==> src/rtl/rst_clk_pkg.sv <==
// constants, field layout and state type for the reset-pin and clock-select block
// assumes a classic wishbone master with 32-bit data and byte-address 4-bit offsets
package rst_clk_pkg;

    // register byte offsets
    localparam logic [3:0] CTRL_OFFSET = 4'h0;
    localparam logic [3:0] OPTION_OFFSET = 4'h4;
    localparam logic [3:0] STATUS_OFFSET = 4'h8;

    // control register fields
    localparam int CTRL_SLOW_BIT = 0;
    localparam int CTRL_STOP_BIT = 1;
    localparam int CTRL_MODE_LSB = 2;
    localparam logic [3:0] CTRL_RESET = 4'h0;

    // option register fields
    localparam int OPT_PIN_EN_BIT = 0;
    localparam int OPT_HCLK_LSB = 1;
    localparam int OPT_HSEL_LSB = 4;
    localparam int OPT_LSEL_LSB = 7;
    localparam int OPT_WDT_ON_BIT = 9;
    localparam logic [9:0] OPTION_RESET = 10'h001;

    // high-speed source choices
    localparam logic [2:0] HCLK_FAST_RC_ONLY = 3'h0;
    localparam logic [2:0] HCLK_FAST_RC_RTC = 3'h1;
    localparam logic [2:0] HCLK_EXT_RC = 3'h2;
    localparam logic [2:0] HCLK_CRYSTAL_32K = 3'h3;
    localparam logic [2:0] HCLK_CRYSTAL_12M = 3'h4;
    localparam logic [2:0] HCLK_CRYSTAL_4M = 3'h5;

    // cpu operating modes
    localparam logic [1:0] MODE_NORMAL = 2'h0;
    localparam logic [1:0] MODE_SLEEP = 2'h1;
    localparam logic [1:0] MODE_GREEN = 2'h2;

    // warm-up and start address
    localparam int WARMUP_CYCLES = 2048;
    localparam logic [10:0] WARMUP_LAST = 11'(WARMUP_CYCLES - 1);
    localparam logic [13:0] PROGRAM_ORIGIN = 14'h0000;

    typedef enum logic [1:0] {
        SEQ_HOLD,
        SEQ_INIT,
        SEQ_WARM,
        SEQ_RUN
    } seq_state_type;

endpackage : rst_clk_pkg
==> src/rtl/rate_divider.sv <==
// divides a source-edge enable by a power of two into the instruction tick
// assumes src_tick is a one-cycle enable synchronous to clk
`timescale 1ns/1ps
module rate_divider
    import rst_clk_pkg::*;
#(
    parameter int CNT_WIDTH = 7
) (
    // clock and reset
    input wire logic clk,
    input wire logic rst_n,
    // control
    input wire logic run,
    input wire logic src_tick,
    input wire logic [2:0] rate_sel,
    // tick out
    output logic cpu_tick
);
    logic [CNT_WIDTH-1:0] count;
    wire logic [CNT_WIDTH-1:0] terminal;
    wire logic at_end;

    // wraps at width so sel 7 gives all ones, a divide by 128
    function automatic logic [CNT_WIDTH-1:0] last_count(input logic [2:0] sel);
        last_count = (CNT_WIDTH'(1) << sel) - CNT_WIDTH'(1);
    endfunction : last_count

    assign terminal = last_count(rate_sel);
    // a rate cut below the running count ends the period at once, so no period overshoots
    assign at_end = count >= terminal;

    always_ff @(posedge clk or negedge rst_n) begin
        if (!rst_n) begin
            count <= '0;
            cpu_tick <= 1'b0;
        end else if (!run) begin
            count <= '0;
            cpu_tick <= 1'b0;
        end else begin
            cpu_tick <= src_tick && at_end;
            if (src_tick) begin
                count <= at_end ? '0 : count + CNT_WIDTH'(1);
            end
        end
    end

endmodule : rate_divider

==> src/rtl/rst_clk_ctrl.sv <==
// reset-pin sequencer and system clock selection with a wishbone register port
// assumes oscillator and pin inputs are already synchronous to clk
`timescale 1ns/1ps
module rst_clk_ctrl
    import rst_clk_pkg::*;
(
    // clock and reset
    input wire logic clk,
    input wire logic rst_n,
    // wishbone slave
    input wire logic wb_cyc_i,
    input wire logic wb_stb_i,
    input wire logic wb_we_i,
    input wire logic [3:0] wb_adr_i,
    input wire logic [3:0] wb_sel_i,
    input wire logic [31:0] wb_dat_i,
    output logic [31:0] wb_dat_o,
    output logic wb_ack_o,
    // external reset pin, active low
    input wire logic reset_pin_n,
    // oscillator sources sampled as levels
    input wire logic fast_rc_clk,
    input wire logic slow_rc_clk,
    input wire logic osc_in_pin,
    // oscillator and pad control
    output logic fast_rc_enable,
    output logic slow_rc_enable,
    output logic ext_osc_enable,
    output logic crystal_drive_en,
    output logic rtc_clock_available,
    output logic osc_in_gpio_en,
    output logic osc_out_gpio_en,
    // system side
    output logic system_run,
    output logic reg_init,
    output logic fetch_start,
    output logic [13:0] fetch_addr,
    output logic cpu_tick
);

    seq_state_type state;
    seq_state_type next_state;
    logic [3:0] ctrl;
    logic [9:0] option;
    logic pin_meta;
    logic pin_sync;
    logic fast_prev;
    logic slow_prev;
    logic osc_prev;
    logic [10:0] warm_count;

    // control and option fields
    wire logic slow_clock_select_bit = ctrl[CTRL_SLOW_BIT];
    wire logic stop_high = ctrl[CTRL_STOP_BIT];
    wire logic [1:0] cpu_mode = ctrl[CTRL_MODE_LSB +: 2];
    wire logic reset_pin_enable = option[OPT_PIN_EN_BIT];
    wire logic [2:0] high_clk_option = option[OPT_HCLK_LSB +: 3];
    wire logic [2:0] high_rate_sel = option[OPT_HSEL_LSB +: 3];
    wire logic [1:0] low_rate_sel = option[OPT_LSEL_LSB +: 2];
    wire logic wdt_always_on = option[OPT_WDT_ON_BIT];

    // source choice decode
    wire logic internal_fast_rc_only = high_clk_option == HCLK_FAST_RC_ONLY;
    wire logic internal_fast_rc_with_rtc = high_clk_option == HCLK_FAST_RC_RTC;
    wire logic internal_fast_rc = internal_fast_rc_only || internal_fast_rc_with_rtc;
    wire logic ext_rc_option = high_clk_option == HCLK_EXT_RC;
    wire logic crystal_32k_option = high_clk_option == HCLK_CRYSTAL_32K;
    wire logic crystal_option = crystal_32k_option
        || high_clk_option == HCLK_CRYSTAL_12M
        || high_clk_option == HCLK_CRYSTAL_4M;
    wire logic sleep_mode = cpu_mode == MODE_SLEEP;
    wire logic green_mode = cpu_mode == MODE_GREEN;
    wire logic rtc_green = internal_fast_rc_with_rtc && green_mode;

    // reset pin request, ignored unless the option enables the pin
    wire logic pin_reset_req = reset_pin_enable && !pin_sync;

    // source edges; inputs are synchronous so one delay suffices
    wire logic fast_edge = fast_rc_clk && !fast_prev;
    wire logic slow_edge = slow_rc_clk && !slow_prev;
    wire logic osc_edge = osc_in_pin && !osc_prev;
    wire logic hosc_edge = internal_fast_rc ? fast_edge : osc_edge;
    wire logic warm_done = hosc_edge && (warm_count == WARMUP_LAST);

    // instruction rate source
    wire logic div_src = slow_clock_select_bit ? slow_edge : hosc_edge;
    wire logic [2:0] div_sel = slow_clock_select_bit ? {1'b0, low_rate_sel}
                                                     : high_rate_sel;
    wire logic div_run = system_run && cpu_mode == MODE_NORMAL;

    // wishbone decode
    wire logic wb_req = wb_cyc_i && wb_stb_i;
    wire logic hit_ctrl = wb_adr_i == CTRL_OFFSET;
    wire logic hit_option = wb_adr_i == OPTION_OFFSET;
    wire logic hit_status = wb_adr_i == STATUS_OFFSET;
    // write lands at the edge that closes the ack cycle
    wire logic wb_write = wb_req && wb_we_i && wb_ack_o;
    wire logic [6:0] status = {ext_osc_enable, slow_rc_enable, fast_rc_enable,
                               pin_sync, system_run, state == SEQ_WARM, state == SEQ_HOLD};
    wire logic [31:0] read_word = hit_ctrl ? {28'h0000000, ctrl}
                                : hit_option ? {22'h000000, option}
                                : hit_status ? {25'h0000000, status}
                                : 32'h00000000;
    wire logic [31:0] ctrl_merged = byte_merge({28'h0000000, ctrl}, wb_dat_i, wb_sel_i);
    wire logic [31:0] option_merged = byte_merge({22'h000000, option}, wb_dat_i, wb_sel_i);

    function automatic logic [31:0] byte_merge(input logic [31:0] old_word,
                                               input logic [31:0] new_word,
                                               input logic [3:0] sel);
        logic [31:0] res;
        res = old_word;
        for (int i = 0; i < 4; i++) begin
            if (sel[i]) begin
                res[i*8 +: 8] = new_word[i*8 +: 8];
            end
        end
        byte_merge = res;
    endfunction : byte_merge

    // two flops; only pin_sync is looked at
    always_ff @(posedge clk or negedge rst_n) begin
        if (!rst_n) begin
            pin_meta <= 1'b0;
            pin_sync <= 1'b0;
        end else begin
            pin_meta <= reset_pin_n;
            pin_sync <= pin_meta;
        end
    end

    always_ff @(posedge clk or negedge rst_n) begin
        if (!rst_n) begin
            fast_prev <= 1'b0;
            slow_prev <= 1'b0;
            osc_prev <= 1'b0;
        end else begin
            fast_prev <= fast_rc_clk;
            slow_prev <= slow_rc_clk;
            osc_prev <= osc_in_pin;
        end
    end

    // reset sequence
    always_comb begin
        next_state = state;
        case (state)
            SEQ_HOLD: if (!pin_reset_req) next_state = SEQ_INIT;
            SEQ_INIT: next_state = SEQ_WARM;
            SEQ_WARM: if (warm_done) next_state = SEQ_RUN;
            SEQ_RUN: next_state = SEQ_RUN;
            default: next_state = SEQ_HOLD;
        endcase
        if (pin_reset_req) begin
            next_state = SEQ_HOLD;
        end
    end

    always_ff @(posedge clk or negedge rst_n) begin
        if (!rst_n) begin
            state <= SEQ_HOLD;
            warm_count <= 11'h000;
            system_run <= 1'b0;
            reg_init <= 1'b0;
            fetch_start <= 1'b0;
        end else begin
            state <= next_state;
            warm_count <= (state == SEQ_WARM && hosc_edge) ? warm_count + 11'h001
                        : (state == SEQ_WARM) ? warm_count : 11'h000;
            system_run <= next_state == SEQ_RUN;
            reg_init <= next_state == SEQ_INIT;
            fetch_start <= state == SEQ_WARM && next_state == SEQ_RUN;
        end
    end

    // program counter load; holds between starts
    always_ff @(posedge clk or negedge rst_n) begin
        if (!rst_n) begin
            fetch_addr <= PROGRAM_ORIGIN;
        end else if (state == SEQ_WARM && next_state == SEQ_RUN) begin
            fetch_addr <= PROGRAM_ORIGIN;
        end
    end

    // control is a system register and returns to default in init
    always_ff @(posedge clk or negedge rst_n) begin
        if (!rst_n) begin
            ctrl <= CTRL_RESET;
        end else if (state == SEQ_INIT) begin
            ctrl <= CTRL_RESET;
        end else if (wb_write && hit_ctrl) begin
            ctrl <= ctrl_merged[3:0];
        end
    end

    // options model fixed code options, so an external reset keeps them
    always_ff @(posedge clk or negedge rst_n) begin
        if (!rst_n) begin
            option <= OPTION_RESET;
        end else if (wb_write && hit_option) begin
            option <= option_merged[9:0];
        end
    end

    // one wait state: ack in the cycle after the request is seen
    always_ff @(posedge clk or negedge rst_n) begin
        if (!rst_n) begin
            wb_ack_o <= 1'b0;
            wb_dat_o <= 32'h00000000;
        end else begin
            wb_ack_o <= wb_req && !wb_ack_o;
            if (wb_req && !wb_ack_o) begin
                wb_dat_o <= read_word;
            end
        end
    end

    // oscillators and pads; registered so the pads never glitch
    always_ff @(posedge clk or negedge rst_n) begin
        if (!rst_n) begin
            fast_rc_enable <= 1'b0;
            slow_rc_enable <= 1'b0;
            ext_osc_enable <= 1'b0;
            crystal_drive_en <= 1'b0;
            rtc_clock_available <= 1'b0;
            osc_in_gpio_en <= 1'b0;
            osc_out_gpio_en <= 1'b0;
        end else begin
            fast_rc_enable <= internal_fast_rc && !stop_high && !sleep_mode
                              && !rtc_green;
            slow_rc_enable <= wdt_always_on
                              || (!sleep_mode && !rtc_green);
            ext_osc_enable <= internal_fast_rc_with_rtc ? !sleep_mode
                            : (ext_rc_option || crystal_option) && !stop_high && !sleep_mode;
            crystal_drive_en <= internal_fast_rc_with_rtc || crystal_option;
            rtc_clock_available <= internal_fast_rc_with_rtc || crystal_32k_option;
            osc_in_gpio_en <= internal_fast_rc_only;
            osc_out_gpio_en <= internal_fast_rc_only || ext_rc_option;
        end
    end

    rate_divider #(
        .CNT_WIDTH(7)
    ) u_rate_divider (
        .clk(clk),
        .rst_n(rst_n),
        .run(div_run),
        .src_tick(div_src),
        .rate_sel(div_sel),
        .cpu_tick(cpu_tick)
    );

    // helper: divider source edges since the last tick, high or slow clock, while running normal mode
    logic [7:0] edges_since_tick;
    always_ff @(posedge clk or negedge rst_n) begin
        if (!rst_n) begin
            edges_since_tick <= 8'h00;
        end else if (!div_run || cpu_tick) begin
            edges_since_tick <= 8'h00;
        end else if (div_src && edges_since_tick != 8'hFF) begin
            edges_since_tick <= edges_since_tick + 8'h01;
        end
    end
endmodule : rst_clk_ctrl

==> config.mk <==
export PLATFORM = sky130hd
export DESIGN_NAME = rst_clk_ctrl
export DESIGN_NICKNAME = d
export VERILOG_FILES = /design/src/rtl/rst_clk_pkg.sv /design/src/rtl/rate_divider.sv /design/src/rtl/rst_clk_ctrl.sv
export SDC_FILE = /design/constraint.sdc
export NUM_CORES = 1
export LEC_CHECK = 0
export BUFFER_PORTS_ARGS = -buffer_cell sky130_fd_sc_hd__buf_2
export CAP_MARGIN = 20
export CELL_PAD_IN_SITES_DETAIL_PLACEMENT = 1
export CELL_PAD_IN_SITES_GLOBAL_PLACEMENT = 1
export CORE_ASPECT_RATIO = 1.4
export CORE_MARGIN = 2
export CORE_UTILIZATION = 34
export DETAILED_ROUTE_END_ITERATION = 12
export PLACE_DENSITY = 0.77
export SYNTH_ARGS = -nofsm -noshare
export SYNTH_HDL_FRONTEND = slang
export SYNTH_SLANG_ARGS = --single-unit
==> constraint.sdc <==
create_clock -name clk -period 3 [get_ports clk]
set_input_delay 0.6 -clock clk [delete_from_list [all_inputs] [get_ports clk]]
set_output_delay 0.6 -clock clk [all_outputs]
set_load 0.02 [all_outputs]
==> impl_metrics.yaml, run 1 <==
yosys:
  avgSynthCellArea_um2: 10.2
  syn_area_um2: 3230
  synth_ff_type: "dfrtp_1"
  ys_seq_area_share_pct: 47.3
  ys_warn_count: 0
  ys_seq_elements: 61
  synth-edff-count: 0
  yosysUniqueCellTypes: 44
  ys_async_sr_fraction_pct: 100
  synthCells: 317
floorplan:
  die_area_um2: 10300
  core-area_um2: 9350
  start_util_pct: 34.6
  io_pins: 107
  die_h_um: 119
  die_width_um: 86.4
  row_count: 42
route:
  vias_per_cell: 4.96
  firstDrtPassIters: 4
  wl_per_cell_um: 16.1
  via_count: 2436
  drc_errors: 0
  ant_nets: 0
  routed_wl_mm: 7.92
  dr.first_iter.drc_count: 104
clock_tree:
  cts-buffers-inserted: 9
  clock_latency_ns: 0.33
  clock-root-buffer: "clkbuf_16"
  htree_levels: 3
  ctsLongestPathBuffers: 2
  cts.clk_slew.worst_paths_ns: 0.05
  cts_tree: "yes"
  clkSinkCount: 61
place:
  dp_hpwl_mm: 5.61
  portBuffers: 46
  dpl.cell_count: 472
  pre_cts_ws_ns: -0.0652
  place_congestion: 0.764
  dpl_cell_area_um2: 3480
timing:
  hold_viol: 0
  clock.fmax_mhz: 332
  hold_slack_ns: 0.351
  worst_pin_slew_ns: 0.888
  setup_violations: 1
  grt_setup_unrepaired: "true"
  setup_ws_ns: -0.0125
  fin_tns_setup_ns: -0.0125
  slew_violations: 0
  period_share_pct: 100
  max-slew-margin-rel_pct: 40.8
  fin_skew_ns: 0.00724
  period_needed_ns: 3.01
critical_path:
  critical_path_class: "flop to flop"
  slowest_stage: "dfrtp_2"
  worstSetupEndpointType: "flop"
  critPathMaxStageDelay_ns: 0.48
  start_kind: "flop"
  worstPathArrival_ns: 3.26
  worstPathMaxFanout: 6
  required_ns: 3.25
  cp_cell_sequence: "nor4b_4 > a31oi_1 > ha_2 > nor4bb_1 > a21oi_1 > nor2_1 > a31oi_1 > ha_1 > a21oi_2 > o21ai_1 > a211o_1 > or3_1 > o21ai_1"
cells_and_area:
  final_cells: 491
  nets: 436
  areaGrowthSynthToFinish_pct: 19.5
  drive_above_1_share_pct: 26.0
  final_util_pct: 41.3
  fillers: 1096
  num_antenna_cells: 0
  fin_area_um2: 3860
grt:
  grt_max_degree: 41
  grt_use_met3_pct: 3.26
  met2_usage_pct: 28.7
  grt_busiest_layer: "met2"
  grt_usage_pct: 15.9
  antenna_found_initial: 0
  use_met1_pct: 17.5
  grt_pass1_wl_mm: 12.7
  gr-total-overflow: 0
  grt_pass1_vias: 2633
power:
  leakagePower_nw: 1.92
  vdd_ir_drop_max_uv: 360
  p_per_area_nw_per_um2: 598
  finalPower_mw: 2.31
outcome:
  status: "finished with violations"
  violations: "negative setup slack"
run:
  max_cap_viol_count: 0
min_path:
  hold_path_class: "flop to flop"
[area by class of cell]
class | instances | area [um^2] | area share, %
Multi-Input combinational cell | 236 | 1550 | 40.0
Sequential cell | 61 | 1530 | 39.6
Timing Repair Buffer | 56 | 313 | 8.09
Clock buffer | 12 | 246 | 6.38
Tap cell | 110 | 138 | 3.56
Clock inverter | 4 | 47.5 | 1.23
Inverter | 12 | 45.0 | 1.17
[layer usage]
| layer | wire length [um] | share of wire (%) | up-vias |
|---|---|---|---|
| li1 | - | - | 1146 |
| met1 | 3050 | 38 | 1224 |
| met2 | 4460 | 56 | 52 |
| met3 | 228 | 2.9 | 14 |
| met4 | 179 | 2.3 | 0 |
| met5 | 0 | 0 | - |
[kinds of logic after synthesis]
| kind of cell | share of synthesized area (%) |
|---|---|
| simple gates | 18.2 |
| buf+inv | 10.7 |
| mux | 6.27 |
| flops | 47.3 |
| compound gates | 10.8 |
| other cells | 0.116 |
| xor+xnor | 2.44 |
| fa+ha+maj | 4.26 |
[sequential cells by signal, summed over array words and instances, names as in the netlist, 2 cells and up]
| signal | flops |
|---|---|
| u_rate_divider.count | 7 |
| ctrl | 4 |
| warm_count | 11 |
| option | 10 |
| state | 2 |
| wb_dat_o | 10 |
[where the power goes]
part           internal, mW  total, mW  switching [mW]
Sequential            0.873      0.919          0.0450
Clock                 0.662       1.02           0.354
Combinational         0.125      0.375           0.251
[Yosys cell counts, drive strengths merged (2+ instances only)]
master	instances	share of area, %
a211oi	2	0.62
a21oi	13	2.0
a22o	9	2.4
a22oi	3	0.70
a31oi	4	0.77
and2	2	0.39
and3	6	1.2
buf	37	8.6
clkbuf	6	0.70
dfrtp	60	46
ha	11	4.3
inv	12	1.4
mux2	10	3.5
mux2i	9	2.8
nand2	24	2.8
nand2b	2	0.62
nand3	5	0.77
nand3b	2	0.58
nand4	5	0.97
nor2	29	3.4
nor2b	11	2.1
nor3	6	1.1
nor4b	5	1.4
o21ai	20	3.4
or3	4	0.93
xor2	8	2.2
[critical path: cells and delay by family, from the launching register on]
kind            cells  cell delay, ns
fa+ha+maj           2            0.52
compound gates      7            0.87
flops               1            0.48
simple gates        4            1.06
[path summary, 6_finish.rpt]
path	slack (ns)	cells past startpoint	end	from
hold reg to reg	0.35	0	pin_sync$_DFF_PN0_	pin_meta$_DFF_PN0_
max in group asynchronous	1.83	2	option[6]$_DFFE_PN0P_	rst_n
setup / recovery	-0.01	13	u_rate_divider.count[0]$_DFFE_PN0P_	option[6]$_DFFE_PN0P_
hold / removal	0.35	0	pin_sync$_DFF_PN0_	pin_meta$_DFF_PN0_
setup reg to reg	-0.01	13	u_rate_divider.count[0]$_DFFE_PN0P_	option[6]$_DFFE_PN0P_
min in group asynchronous	0.39	1	pin_sync$_DFF_PN0_	rst_n
[layout by cell type (no fill, tap or decap), types with 10 or more instances in the layout]
cell / instances
dfrtp_1: 59
buf_2: 46
conb_1: 36
nor2_1: 28
nand2_1: 24
inv_1: 12
o21ai_0: 12
a21oi_1: 12
nor2b_1: 11
mux2_2: 10
ha_1: 10
[timing repair]
action                     in CTS  in global routing
buffers inserted                2                  1
hold buffers                    0                  0
resized for setup               5                 16
pin swaps                       6                 10
setup endpoints to repair       5                  6
Power figures use the tool's default switching activity.
==> inputs of run 2 (changes only) <==
- SETUP_SLACK_MARGIN: not set -> 0.4
==> impl_metrics.yaml, run 2 (same netlist as run 1, synthesis figures left out) <==
grt:
  grt_pass1_wl_mm: 12.8
  grt_max_degree: 62
  grt_usage_pct: 16.1
  antenna_found_initial: 0
  gr-total-overflow: 0
  grt_pass1_vias: 2670
cells_and_area:
  num_antenna_cells: 0
  final_cell_mix: "dfrtp_1 (57), buf_2 (46), conb_1 (36)"
  top_regs: "warm_count x11, option x10, wb_dat_o x10"
  nets: 438
  seq_area_um2: 1530
  regMostFlops: "warm_count"
  fillers: 1075
  final_cells: 493
  layout_commonest_cell: "dfrtp_1"
  multiInputGateArea_um2: 1560
  largest_reg_flops: 11
  drive_above_1_share_pct: 27.4
  areaGrowthSynthToFinish_pct: 20.4
  fin_area_um2: 3890
  final_util_pct: 41.6
timing:
  setup_ws_ns: 0.0330
  period_needed_ns: 2.97
  hold_viol: 0
  worst_pin_slew_ns: 0.787
  slew_violations: 0
  period_share_pct: 98.9
  fin_tns_setup_ns: 0
  max-slew-margin-rel_pct: 47.6
  clock.fmax_mhz: 337
  setup_violations: 0
  grt_setup_unrepaired: "true"
  fin_skew_ns: 0.00464
  hold_slack_ns: 0.351
critical_path:
  r2r_start: "ctrl[0]$_DFFE_PN0P_"
  worstSetupEndpointType: "flop"
  worstPathMaxFanout: 7
  start_kind: "flop"
  required_ns: 3.24
  critical_path_class: "flop to flop"
  critPathLaunch: "ctrl[0]$_DFFE_PN0P_"
  worstPathArrival_ns: 3.21
clock_tree:
  clock-root-buffer: "clkbuf_16"
  clkSinkCount: 61
  ctsLongestPathBuffers: 2
  cts-buffers-inserted: 9
  htree_levels: 3
  cts.clk_slew.worst_paths_ns: 0.05
  clock_latency_ns: 0.33
  cts_tree: "yes"
route:
  firstDrtPassIters: 6
  vias_per_cell: 5.01
  ant_nets: 0
  via_count: 2470
  routed_wl_mm: 7.94
  drc_errors: 0
  wl_per_cell_um: 16.1
  dr.first_iter.drc_count: 77
floorplan:
  io_pins: 107
  die_width_um: 86.4
  start_util_pct: 34.6
  die_h_um: 119
  row_count: 42
  core-area_um2: 9350
  die_area_um2: 10300
power:
  p_seq_share_pct: 39.9
  combPwrFrac_pct: 15.8
  p_int_mw: 1.65
  p_clk_share_pct: 44.3
  leakagePower_nw: 1.93
  switchingPower_mw: 0.649
  p_per_area_nw_per_um2: 591
  finalPower_mw: 2.30
  netSwitchingFraction_pct: 28.2
  vdd_ir_drop_max_uv: 464
place:
  pre_cts_ws_ns: -0.0207
  place_congestion: 0.737
  portBuffers: 46
  dpl_cell_area_um2: 3480
  dp_hpwl_mm: 5.54
  dpl.cell_count: 469
min_path:
  hold_path_class: "flop to flop"
  hp-start: "pin_meta$_DFF_PN0_"
outcome:
  status: "finished, final reports clean"
run:
  max_cap_viol_count: 0
run 2: timing repair:
item / in CTS / in global routing
endpoints found under the setup margin: 8 / 8
hold buffers: 0 / 0
pin swaps: 5 / 1
gates resized for setup: 7 / 9
setup buffers: 8 / 0
run 2: layout make-up:
cell class              count  area share [%]
flip-flops and latches     61            39.4
clock buffers              12            6.33
inverters                  12            1.16
well taps                 110            3.54
multi-input cells         236            40.2
repair buffers             58            8.23
clock inverters             4            1.22
run 2: worst max-delay path: stages, from the launching register on:
cell and delay, ns:
dfrtp_2 0.48, nor4b_4 0.31, a31oi_1 0.09, ha_2 0.22, nor4bb_2 0.28, a21oi_1 0.07
nor2_1 0.09, a31oi_1 0.05, ha_1 0.31, a21oi_2 0.14, o21ai_2 0.09, a211o_4 0.35
or3_1 0.31, o21ai_1 0.09
run 2: path summary, 6_finish.rpt:
| path | to | slack, ns | cells after the start |
|---|---|---|---|
| min | pin_sync$_DFF_PN0_ | 0.35 | 0 |
| max | u_rate_divider.count[0]$_DFFE_PN0P_ | 0.03 | 13 |
| min in group asynchronous | state[1]$_DFF_PN0_ | 0.44 | 2 |
| min reg2reg | pin_sync$_DFF_PN0_ | 0.35 | 0 |
| max reg2reg | u_rate_divider.count[0]$_DFFE_PN0P_ | 0.03 | 13 |
| max in group asynchronous | option[6]$_DFFE_PN0P_ | 1.99 | 2 |
run 2: power by group through the flow:
stage	Sequential, mW	Combinational, mW	Clock [mW]
final	0.918	0.364	1.02
after global routing	0.924	0.405	1.08
after CTS	0.918	0.356	1.05
after detailed placement	0.932	0.339	0
after global placement	0.928	0.326	0
after floorplan	0.940	0.251	0
run 2: layer usage:
metal / routed length, um / vias to the layer above / part of all wire [%] / GRT usage [%]
met3: 253 / 16 / 3.2 / 3.88
met4: 184 / 0 / 2.3 / 6.35
met5: 0 / - / 0 / 0
met2: 4400 / 57 / 55 / 28.9
met1: 3100 / 1244 / 39 / 17.7
li1: - / 1153 / - / -
==> inputs of run 3 (changes only) <==
- CORE_UTILIZATION: 34 -> 38
- PLACE_DENSITY: 0.77 -> 0.82
- clock period: 3 -> 3.4 ns (I/O delays scaled with it)
==> impl_metrics.yaml, run 3 (same netlist as run 1, synthesis figures left out) <==
outcome:
  status: "finished, final reports clean"
place:
  portBuffers: 46
  dpl.cell_count: 459
  place_congestion: 0.800
  dp_hpwl_mm: 5.49
clock_tree:
  cts_hold_buffers: 0
  cts.clk_slew.worst_paths_ns: 0.05
  clock_latency_ns: 0.33
  clkSinkCount: 61
  cts_tree: "yes"
  ctsLongestPathBuffers: 2
  clock-root-buffer: "clkbuf_16"
  cts-buffers-inserted: 9
  htree_levels: 3
timing:
  grt_setup_unrepaired: "true"
  fin_tns_setup_ns: 0
  clock.fmax_mhz: 335
  period_needed_ns: 2.98
  period_share_pct: 87.7
  worst_pin_slew_ns: 0.643
  slew_violations: 0
  setup_violations: 0
  max-slew-margin-rel_pct: 57.1
  fin_skew_ns: 0.00748
  hold_viol: 0
power:
  p_clk_share_pct: 45.0
  p_per_area_nw_per_um2: 536
  switchingPower_mw: 0.579
  p_int_mw: 1.47
  netSwitchingFraction_pct: 28.2
  vdd_ir_drop_max_uv: 377
  combPwrFrac_pct: 15.4
  p_seq_share_pct: 39.5
  leakagePower_nw: 1.90
critical_path:
  path_buf_inv: 0
  worstPathArrival_ns: 3.23
  worstPathMaxFanout: 4
  reg2reg_slack_ns: 0.42
  cp_cell_sequence: "nor4_4 > a31oi_2 > ha_2 > nor4bb_1 > a21oi_1 > nor2_1 > a31oi_1 > ha_1 > a21oi_2 > o21ai_2 > a211o_1 > or3_1 > o21ai_1"
  critical_path_class: "flop to flop"
  start_kind: "flop"
  slowest_stage: "dfrtp_2"
  worstSetupEndpointType: "flop"
  critPathMaxStageDelay_ns: 0.45
  required_ns: 3.65
  cpLargestDelayFamily: "simple AND/OR/NAND/NOR gates"
route:
  firstDrtPassIters: 4
  ant_nets: 0
  dr.first_iter.drc_count: 69
  routed_wl_mm: 8.00
  wl_per_cell_um: 16.7
  via_count: 2462
  drc_errors: 0
  vias_per_cell: 5.13
grt:
  grt_pass1_vias: 2648
  grt_usage_pct: 18.8
  grt_pass1_wl_mm: 13.1
  gr-total-overflow: 0
  antenna_found_initial: 0
  grt_max_degree: 33
cells_and_area:
  final_cell_mix: "dfrtp_1 (56), buf_2 (46), conb_1 (36)"
  top_regs: "warm_count x11, option x10, wb_dat_o x10"
  fillers: 935
  seq_area_um2: 1530
  layout_commonest_cell: "dfrtp_1"
  drive_above_1_share_pct: 26.2
  multiInputGateArea_um2: 1540
  areaGrowthSynthToFinish_pct: 18.4
  num_antenna_cells: 0
  nets: 433
  largest_reg_flops: 11
  regMostFlops: "warm_count"
  final_cells: 480
min_path:
  hold_path_class: "flop to flop"
floorplan:
  io_pins: 107
  start_util_pct: 39.4
  core-area_um2: 8200
  die_h_um: 113
  die_area_um2: 9270
  row_count: 39
  die_width_um: 82.0
run:
  max_cap_viol_count: 0
[run 3: final timing paths]
path                                                        to                   from  cells after the start
setup reg to reg           u_rate_divider.count[0]$_DFFE_PN0P_  option[6]$_DFFE_PN0P_                     13
hold reg to reg                             pin_sync$_DFF_PN0_     pin_meta$_DFF_PN0_                      0
min in group asynchronous                   pin_meta$_DFF_PN0_                  rst_n                      1
max in group asynchronous  u_rate_divider.count[1]$_DFFE_PN0P_                  rst_n                      2
hold / removal                              pin_sync$_DFF_PN0_     pin_meta$_DFF_PN0_                      0
setup / recovery           u_rate_divider.count[0]$_DFFE_PN0P_  option[6]$_DFFE_PN0P_                     13
[run 3: final cells by class]
class,instances,share of cell area [%]
timing repair buffer,53,7.39
clock buffer,12,6.70
multi-input combinational,236,40.1
tap,102,3.33
sequential,61,40.0
clock inverter,4,1.24
inverter,12,1.18
[run 3: power by group through the flow]
stage	registers (mW)	logic [mW]	clock network (mW)
2_1_floorplan	0.829	0.219	0
3_3_place_gp	0.818	0.282	0
3_5_place_dp	0.823	0.297	0
4_1_cts	0.810	0.308	0.938
5_1_grt	0.816	0.354	0.978
6_report	0.811	0.316	0.924
[run 3: stage by stage]
step | util (%) | power (mW) | setup slack [ns] | hold slack, ns | area, um^2
final | 46.7 | 2.05 | 0.419 | 0.352 | 3830
after global routing | 46.7 | 2.15 | 0.239 | 0.368 | 3830
after CTS | 46.1 | 2.06 | 0.415 | 0.357 | 3780
after detailed placement | 41.9 | 1.12 | 0.301 | 0.346 | 3440
after global placement | 41.9 | 1.10 | 0.440 | 0.334 | 3440
after floorplan | - | 1.05 | 0.480 | 0.331 | 3360
[run 3: repair_timing]
item	in CTS	in global routing
pin swaps	2	7
endpoints found under the setup margin	5	6
setup buffers	2	3
gates resized for setup	7	10
[run 3: metal layers]
metal / share of wire, % / vias to the layer above / global-route usage (%)
met4: 2.9 / 0 / 7.44
met3: 4.0 / 18 / 4.78
met5: 0 / - / 0
met2: 55 / 67 / 33.6
met1: 38 / 1231 / 20.9
li1: - / 1146 / -
